===== src/bias_ctrl_pkg.sv =====
// constants for the output driver and bias control register bank
// assumes an 8-bit register port addressed by the printed page offsets
package bias_ctrl_pkg;

	localparam int            ADDR_W              = 7;
	localparam int            DATA_W              = 8;

	// register offsets
	localparam logic [6:0]    DRIVER_CTRL_ADDR    = 7'h2C;
	localparam logic [6:0]    RSVD_AFTER_ADDR     = 7'h2D;
	localparam logic [6:0]    BIAS_CTRL_ADDR      = 7'h2E;

	// reset values
	localparam logic [7:0]    DRIVER_CTRL_RESET   = 8'h20;
	localparam logic [7:0]    RSVD_AFTER_RESET    = 8'h00;
	localparam logic [7:0]    BIAS_CTRL_RESET     = 8'h00;
	localparam logic [7:0]    UNMAPPED_READ       = 8'h00;

	// driver control fields
	localparam int            DEBOUNCE_MSB        = 7;
	localparam int            DEBOUNCE_LSB        = 5;
	localparam int            DAC_PERF_MSB        = 4;
	localparam int            DAC_PERF_LSB        = 3;
	localparam int            LINE_OUT_BIT        = 2;

	// bias control fields
	localparam int            SOFT_PDN_BIT        = 7;
	localparam int            BIAS_OVERRIDE_BIT   = 3;
	localparam int            BIAS_LEVEL_MSB      = 1;
	localparam int            BIAS_LEVEL_LSB      = 0;

	// dac performance codes
	localparam logic [1:0]    DAC_PERF_DEFAULT    = 2'h0;
	localparam logic [1:0]    DAC_PERF_RESERVED   = 2'h2;

	// bias level codes: off, 2 V, 2.5 V, analog supply rail
	localparam logic [1:0]    BIAS_LEVEL_OFF      = 2'h0;

	// debounce timing
	localparam int            DEBOUNCE_TICKS      = 8;
	localparam logic [3:0]    DEBOUNCE_LAST_TICK  = 4'h7;
	localparam logic [2:0]    DEBOUNCE_CODE_ZERO  = 3'h0;
	// oscillator edges per unit step, about 0.98 us at 8.2 MHz
	localparam logic [2:0]    OSC_PRESCALE_LAST   = 3'h7;

endpackage


===== src/debounce_timebase.sv =====
// debounce timebase: one-cycle tick whose period is one eighth of the debounce time
// assumes both source ticks are one-cycle enables from logic on clock_in
`timescale 1ns/10ps
module debounce_timebase
	import bias_ctrl_pkg::*;
(
	// clock and reset
	input  wire logic         clock_in,
	input  wire logic         rst_in,
	// timebase sources
	input  wire logic         mclk_tick_in,
	input  wire logic         osc_tick_in,
	input  wire logic         osc_select_in,
	// debounce code
	input  wire logic [2:0]   debounce_code_in,
	// tick
	output logic              tick_out
);
	logic [2:0]   prescale;
	logic         unit_step;
	logic [7:0]   divide;
	logic [7:0]   divide_last;

	always_comb
	begin
		if (osc_select_in)
			unit_step = osc_tick_in && (prescale == OSC_PRESCALE_LAST);
		else
			unit_step = mclk_tick_in;
	end

	always_ff @(posedge clock_in)
	begin
		if (rst_in)
			prescale <= 3'h0;
		else if (osc_select_in && osc_tick_in)
			prescale <= prescale + 3'h1;
	end

	// tick period is 2^(code-1) unit steps
	always_comb
	begin
		if (debounce_code_in == DEBOUNCE_CODE_ZERO)
			divide_last = 8'h00;
		else
			divide_last = 8'((9'h001 << (debounce_code_in - 3'h1)) - 9'h001);
	end

	always_ff @(posedge clock_in)
	begin
		if (rst_in)
		begin
			divide   <= 8'h00;
			tick_out <= 1'b0;
		end
		else
		begin
			tick_out <= 1'b0;
			if (unit_step)
			begin
				if (divide >= divide_last)
				begin
					divide   <= 8'h00;
					tick_out <= 1'b1;
				end
				else
					divide <= divide + 8'h01;
			end
		end
	end

endmodule


===== src/output_driver_bias_control.sv =====
// output driver and microphone bias control registers with short-circuit debounce
// assumes a host-side interface decoder presents single-cycle register reads and writes
//
// Function
// - debounce code picks 0 to 512 us
// - oscillator source scales debounce with frequency
// - timebase period is one eighth of debounce
// - driver bit selects headphone or line out
// - top bias bit enables software power-down
// - override bit powers bias without headset
// - bias level off, 2 V, 2.5 V, rail
`timescale 1ns/10ps
module output_driver_bias_control
	import bias_ctrl_pkg::*;
(
	// clock and reset
	input  wire logic                   clock_in,
	input  wire logic                   rst_in,
	// register port
	input  wire logic                   wr_en_in,
	input  wire logic                   rd_en_in,
	input  wire logic [ADDR_W-1:0]      addr_in,
	input  wire logic [DATA_W-1:0]      wr_data_in,
	output logic      [DATA_W-1:0]      rd_data_out,
	// debounce sources and short-circuit sense pin
	input  wire logic                   mclk_tick_in,
	input  wire logic                   osc_tick_in,
	input  wire logic                   osc_select_in,
	input  wire logic                   headset_short_in,
	// headset detection state
	input  wire logic                   headset_detect_enable_in,
	input  wire logic                   headset_inserted_in,
	// analog controls
	output logic                        short_detected_out,
	output logic      [1:0]             dac_perf_mode_out,
	output logic                        line_out_mode_out,
	output logic                        soft_power_down_out,
	output logic      [1:0]             microphone_bias_supply_out
);
	logic [7:0]   headphone_driver_control;
	logic [7:0]   reserved_after_driver_control;
	logic [7:0]   mic_bias_power_control;
	logic [2:0]   debounce_code;
	logic         timebase_tick;
	logic         short_meta;
	logic         short_sync;
	logic [3:0]   stable_ticks;
	logic         bias_allowed;
	logic [1:0]   dac_perf_code;
	logic [1:0]   bias_level_code;
	logic         wr_driver;
	logic         wr_reserved;
	logic         wr_bias;

	// one write decode shared by the three registers
	function automatic logic write_hit(
		input logic                  wr_en,
		input logic [ADDR_W-1:0]     addr,
		input logic [ADDR_W-1:0]     target
	);
		return wr_en && (addr == target);
	endfunction

	assign debounce_code   = headphone_driver_control[DEBOUNCE_MSB:DEBOUNCE_LSB];
	assign dac_perf_code   = headphone_driver_control[DAC_PERF_MSB:DAC_PERF_LSB];
	assign bias_level_code = mic_bias_power_control[BIAS_LEVEL_MSB:BIAS_LEVEL_LSB];
	// a write to any other offset, mapped or not, changes nothing
	assign wr_driver       = write_hit(wr_en_in, addr_in, DRIVER_CTRL_ADDR);
	assign wr_reserved     = write_hit(wr_en_in, addr_in, RSVD_AFTER_ADDR);
	assign wr_bias         = write_hit(wr_en_in, addr_in, BIAS_CTRL_ADDR);

	// registers
	// debounce code resets to one
	always_ff @(posedge clock_in)
	begin
		if (rst_in)
			headphone_driver_control <= DRIVER_CTRL_RESET;
		else if (wr_driver)
			headphone_driver_control <= wr_data_in;
	end

	// stored rather than left undefined so readback is repeatable
	// storage kept so host writes do no harm
	always_ff @(posedge clock_in)
	begin
		if (rst_in)
			reserved_after_driver_control <= RSVD_AFTER_RESET;
		else if (wr_reserved)
			reserved_after_driver_control <= wr_data_in;
	end

	always_ff @(posedge clock_in)
	begin
		if (rst_in)
			mic_bias_power_control <= BIAS_CTRL_RESET;
		else if (wr_bias)
			mic_bias_power_control <= wr_data_in;
	end

	// reserved bits are stored as written and drive nothing
	// a read in the same cycle as a write returns the old contents
	// reserved bits read back as stored
	always_ff @(posedge clock_in)
	begin
		if (rst_in)
			rd_data_out <= UNMAPPED_READ;
		else if (rd_en_in)
		begin
			unique case (addr_in)
				DRIVER_CTRL_ADDR: rd_data_out <= headphone_driver_control;
				RSVD_AFTER_ADDR:  rd_data_out <= reserved_after_driver_control;
				BIAS_CTRL_ADDR:   rd_data_out <= mic_bias_power_control;
				default:          rd_data_out <= UNMAPPED_READ;
			endcase
		end
	end

	// tick at one eighth of debounce
	debounce_timebase timebase (
		.clock_in         (clock_in),
		.rst_in           (rst_in),
		.mclk_tick_in     (mclk_tick_in),
		.osc_tick_in      (osc_tick_in),
		.osc_select_in    (osc_select_in),
		.debounce_code_in (debounce_code),
		.tick_out         (timebase_tick)
	);

	// sense pin is asynchronous to clock_in
	// only the second flop is read by the debounce logic
	always_ff @(posedge clock_in)
	begin
		if (rst_in)
		begin
			short_meta <= 1'b0;
			short_sync <= 1'b0;
		end
		else
		begin
			short_meta <= headset_short_in;
			short_sync <= short_meta;
		end
	end

	// a code change mid-count keeps the partial count, so the first
	// interval after a change can be shorter than programmed
	// code zero passes the sense level straight through
	// otherwise eight stable ticks change the output
	always_ff @(posedge clock_in)
	begin
		if (rst_in)
		begin
			stable_ticks       <= 4'h0;
			short_detected_out <= 1'b0;
		end
		else if (debounce_code == DEBOUNCE_CODE_ZERO)
		begin
			stable_ticks       <= 4'h0;
			short_detected_out <= short_sync;
		end
		else if (short_sync == short_detected_out)
			stable_ticks <= 4'h0;
		else if (timebase_tick)
		begin
			if (stable_ticks == DEBOUNCE_LAST_TICK)
			begin
				stable_ticks       <= 4'h0;
				short_detected_out <= short_sync;
			end
			else
				stable_ticks <= stable_ticks + 4'h1;
		end
	end

	// the analog side never sees the reserved code
	// reserved code two falls back to default operation
	always_ff @(posedge clock_in)
	begin
		if (rst_in)
			dac_perf_mode_out <= DAC_PERF_DEFAULT;
		else if (dac_perf_code == DAC_PERF_RESERVED)
			dac_perf_mode_out <= DAC_PERF_DEFAULT;
		else
			dac_perf_mode_out <= dac_perf_code;
	end

	// line out when the bit is set
	always_ff @(posedge clock_in)
	begin
		if (rst_in)
			line_out_mode_out <= 1'b0;
		else
			line_out_mode_out <= headphone_driver_control[LINE_OUT_BIT];
	end

	always_ff @(posedge clock_in)
	begin
		if (rst_in)
			soft_power_down_out <= 1'b0;
		else
			soft_power_down_out <= mic_bias_power_control[SOFT_PDN_BIT];
	end

	// detection inputs come from logic on clock_in; no synchroniser
	// bias gated off when detection finds no headset, unless the override bit is set
	assign bias_allowed = !headset_detect_enable_in || headset_inserted_in
		|| mic_bias_power_control[BIAS_OVERRIDE_BIT];

	always_ff @(posedge clock_in)
	begin
		if (rst_in)
			microphone_bias_supply_out <= BIAS_LEVEL_OFF;
		else if (bias_allowed)
			microphone_bias_supply_out <= bias_level_code;
		else
			microphone_bias_supply_out <= BIAS_LEVEL_OFF;
	end

endmodule


===== config.mk =====
export PLATFORM = sky130hd
export DESIGN_NAME = output_driver_bias_control
export DESIGN_NICKNAME = d
export VERILOG_FILES = /design/src/bias_ctrl_pkg.sv /design/src/debounce_timebase.sv /design/src/output_driver_bias_control.sv
export SDC_FILE = /design/constraint.sdc
export NUM_CORES = 1
export LEC_CHECK = 0
export BUFFER_PORTS_ARGS = -buffer_cell sky130_fd_sc_hd__buf_4
export CAP_MARGIN = 15
export CORE_ASPECT_RATIO = 0.7
export CORE_MARGIN = 1.5
export CORE_UTILIZATION = 55
export CTS_CLUSTER_SIZE = 12
export DETAILED_ROUTE_END_ITERATION = 10
export GPL_TIMING_DRIVEN = 0
export PLACE_DENSITY = 0.77
export SLEW_MARGIN = 40
export SYNTH_ARGS = -nofsm -noshare
export SYNTH_HDL_FRONTEND = slang
export SYNTH_SLANG_ARGS = --single-unit

===== constraint.sdc =====
create_clock -name clock_in -period 4.35 [get_ports clock_in]
set_input_delay 0.2175 -clock clock_in [delete_from_list [all_inputs] [get_ports clock_in]]
set_output_delay 0.2175 -clock clock_in [all_outputs]
set_load 0.005 [all_outputs]

==> impl_metrics.tcl <==
set metrics [dict create \
    outcome "complete, no violations" \
    fillers 416 \
    dp.cells 405 \
    min_period_ns 3.578 \
    routed.top_layer "met4" \
    first_pass_iters 4 \
    drc 0 \
    layout-drive-gt1-share_pct 20.80 \
    synth_edf_count 0 \
    yosys_warnings 0 \
    via_count 2298 \
    finClkSkew_ns 0.006992 \
    synthCells 297 \
    grt_first_pass_wirelength_um 10830 \
    path_class "flop to flop" \
    multiInputGateArea_um2 1669 \
    synthAdderAreaFrac_pct 6.852 \
    wl_per_cell_um 15.26 \
    dr_wl_met3_um 317 \
    clk_pin_slew_ns 0.06 \
    hold_class "input port to flop" \
    hold_depth 2 \
    portBuffers 39 \
    synth.area.mux_share_pct 12.72 \
    rr_startpoint "headphone_driver_control[6]$_SDFFE_PP0P_" \
    reg2reg_to "timebase.divide[0]$_SDFFE_PP0P_" \
    nNetsFinal 388 \
    first_iter_violations 148 \
    leakage_nw 1.457 \
    clock-root-buffer "clkbuf_8" \
    synth_compound_area_share_pct 12.55 \
    synth_top_family_by_area "simple AND/OR/NAND/NOR gates" \
    cts_max_level 3 \
    syn_avg_cell_area_um2 9.837 \
    clk_latency_ns 0.34 \
    powerDensity_nw_per_um2 327.1 \
    area_growth_pct 20.43 \
    cts_made_buffers 9 \
    setup_viol 0 \
    ios 40 \
    synthesis.area_um2 2922 \
    diodes 0 \
    relSlewSlack_pct 48.59 \
    hold_end "short_meta$_SDFF_PP0_" \
    synth_top_cell_area_share_pct 39.06 \
    cts.sinks 57 \
    worst_slew_pin_slew_ns 0.7653 \
    routed_wl_um 6408 \
    core_area_um2 4940 \
    fin_crit_sh_pct 82.24 \
    fp.dieW_um 90.11 \
    row_count 21 \
    synth_xor_area_share_pct 3.597 \
    dieArea_um2 5765 \
    grt_overflow 0 \
    yosysSeqAreaShare_pct 39.06 \
    hpwlAfterDp_um 4785 \
    syn_nets 338 \
    r2r_slack_ns 0.77 \
    dr_wl_met2_um 2629 \
    stdcell_count 420 \
    crit_path_end_kind "flop" \
    hold_viol_final 0 \
    max_cap_violations 0 \
    start_util_pct 59.14 \
    antenna_found_initial 0 \
    seq_area_um2 1141 \
    cts_resized 0 \
    met1Wirelength_um 3427 \
    viasPerCell 5.471 \
    maxSlewViolCount 0 \
    synth-seq-cells 57 \
    max_freq_mhz 279.5 \
    cp_max_fo 10 \
    synth_area_leader_cell "dfxtp_1" \
    ys.flop_type "dfxtp_1" \
    startpoint_type "flop" \
    cts_tree "built" \
    gr-usage-all-layers_pct 24.66 \
    cts_hold_buf 0 \
    rsz0062_at_grt "no" \
    cts_max_path_buffers 2 \
    fin_util_pct 71.23 \
    min_from "headset_short_in" \
    ys_async_sr_fraction_pct 0 \
    grt_pass1_vias 2221 \
    synthTopCellsByCount "57 x dfxtp_1, 36 x mux2i_1, 27 x nor2_1, 26 x nand2b_1, 16 x ha_1" \
    ir_drop_mv 0.2729 \
    synth_most_common_cell "dfxtp_1" \
    finalSetupTns_ns 0 \
    synth.distinct_cells 48 \
    cp.required_ns 4.55 \
    place.gp.congestion 0.8640 \
    synth_area_leaders "dfxtp_1 39%, mux2i_1 12%, ha_1 6.9%" \
    rr_worst_depth 14 \
    postRouteAntennaNets 0 \
    synthSimpleGateAreaFrac_pct 21.41 \
    crit_arrival_ns 3.78 \
    post-cts-setup-buffers 0 \
    grt_max_degree 11 \
    die_h_um 63.98 \
]
[how the worst max path moves through the flow]
stage | from | endpoint | slack (ns) | cells after the start
floorplan | headphone_driver_control[6]$_SDFFE_PP0P_ | timebase.divide[0]$_SDFFE_PP0P_ | 1.29 | 12
global placement | headphone_driver_control[6]$_SDFFE_PP0P_ | timebase.divide[0]$_SDFFE_PP0P_ | 0.94 | 14
detailed placement | headphone_driver_control[6]$_SDFFE_PP0P_ | timebase.divide[7]$_SDFFE_PP0P_ | 0.89 | 14
CTS | headphone_driver_control[6]$_SDFFE_PP0P_ | timebase.divide[0]$_SDFFE_PP0P_ | 0.86 | 14
global route | headphone_driver_control[6]$_SDFFE_PP0P_ | timebase.divide[0]$_SDFFE_PP0P_ | 0.50 | 14
finish | headphone_driver_control[6]$_SDFFE_PP0P_ | timebase.divide[0]$_SDFFE_PP0P_ | 0.77 | 14
[registers in the layout, indices dropped and copies added, names as in the netlist, 2 cells and up]
register and count:
stable_ticks 4, headphone_driver_control 8, mic_bias_power_control 8, timebase.prescale 3, microphone_bias_supply_out 2, timebase.divide 8
dac_perf_mode_out 2, reserved_after_driver_control 8, rd_data_out 8
[worst max-delay path, stage by stage, from the launching register on]
cell and delay (ns):
dfxtp_1 0.31, buf_2 0.17, nor2_1 0.31, ha_1 0.40, nand2_1 0.17, or2_2 0.13
ha_1 0.17, nor2b_1 0.31, nand2_1 0.09, o22ai_1 0.13, a21oi_1 0.09, ha_1 0.33
nand4_1 0.16, a311oi_4 0.55, nor4_1 0.11
[report_power, final]
group	switching (mW)	internal (mW)
clock	0.214	0.333
combinational	0.0396	0.0348
sequential	0.00306	0.526
total	0.257	0.894
[cells by family (layout without fill, tap and decap cells)]
kind of cell / count (synthesis) / after routing
compound gates: 45 / 45
simple gates: 108 / 108
buf+inv: 22 / 76
mux: 37 / 37
xor+xnor: 12 / 12
flops: 57 / 57
fa+ha+maj: 16 / 16
[per-stage QoR]
stage	hold WS [ns]	area, um2	setup WS, ns	total power, mW
floorplan	0.3457	2922	1.286	0.5810
global placement	0.4193	3301	0.9351	0.6130
detailed placement	0.4366	3301	0.8927	0.6142
CTS	0.09750	3518	0.8568	1.156
global route	0.1122	3518	0.4991	1.195
finish	0.1011	3518	0.7724	1.151
[layout by cell type, fill, tap and decap left out, drive strengths merged, types with 3 or more instances in the layout]
master   instances
xor2             8
a21oi            8
dfxtp           57
nor2            28
nand2b          26
and3             3
o2bb2ai          8
mux2i           36
nand2           13
a22oi            9
clkbuf          16
o211ai           4
nor3             3
inv              7
nor2b            9
nor4             7
buf             47
xnor2            4
and2             4
o21ai            5
ha              16
[routing by layer]
metal	vias up	track usage (%)
li1	1158	-
met1	1084	36.70
met2	54	33.52
met3	2	8.095
met4	0	6.548
met5	-	0
[area by class of cell]
type | count | share of cell area (%)
buffer | 14 | 2.312
clock buffer | 10 | 3.912
clock inverter | 5 | 2.276
inverter | 8 | 0.8535
multi-input combinational | 218 | 47.44
sequential | 57 | 32.43
tap | 69 | 2.454
timing repair buffer | 39 | 8.321
Power figures use the tool's default switching activity.
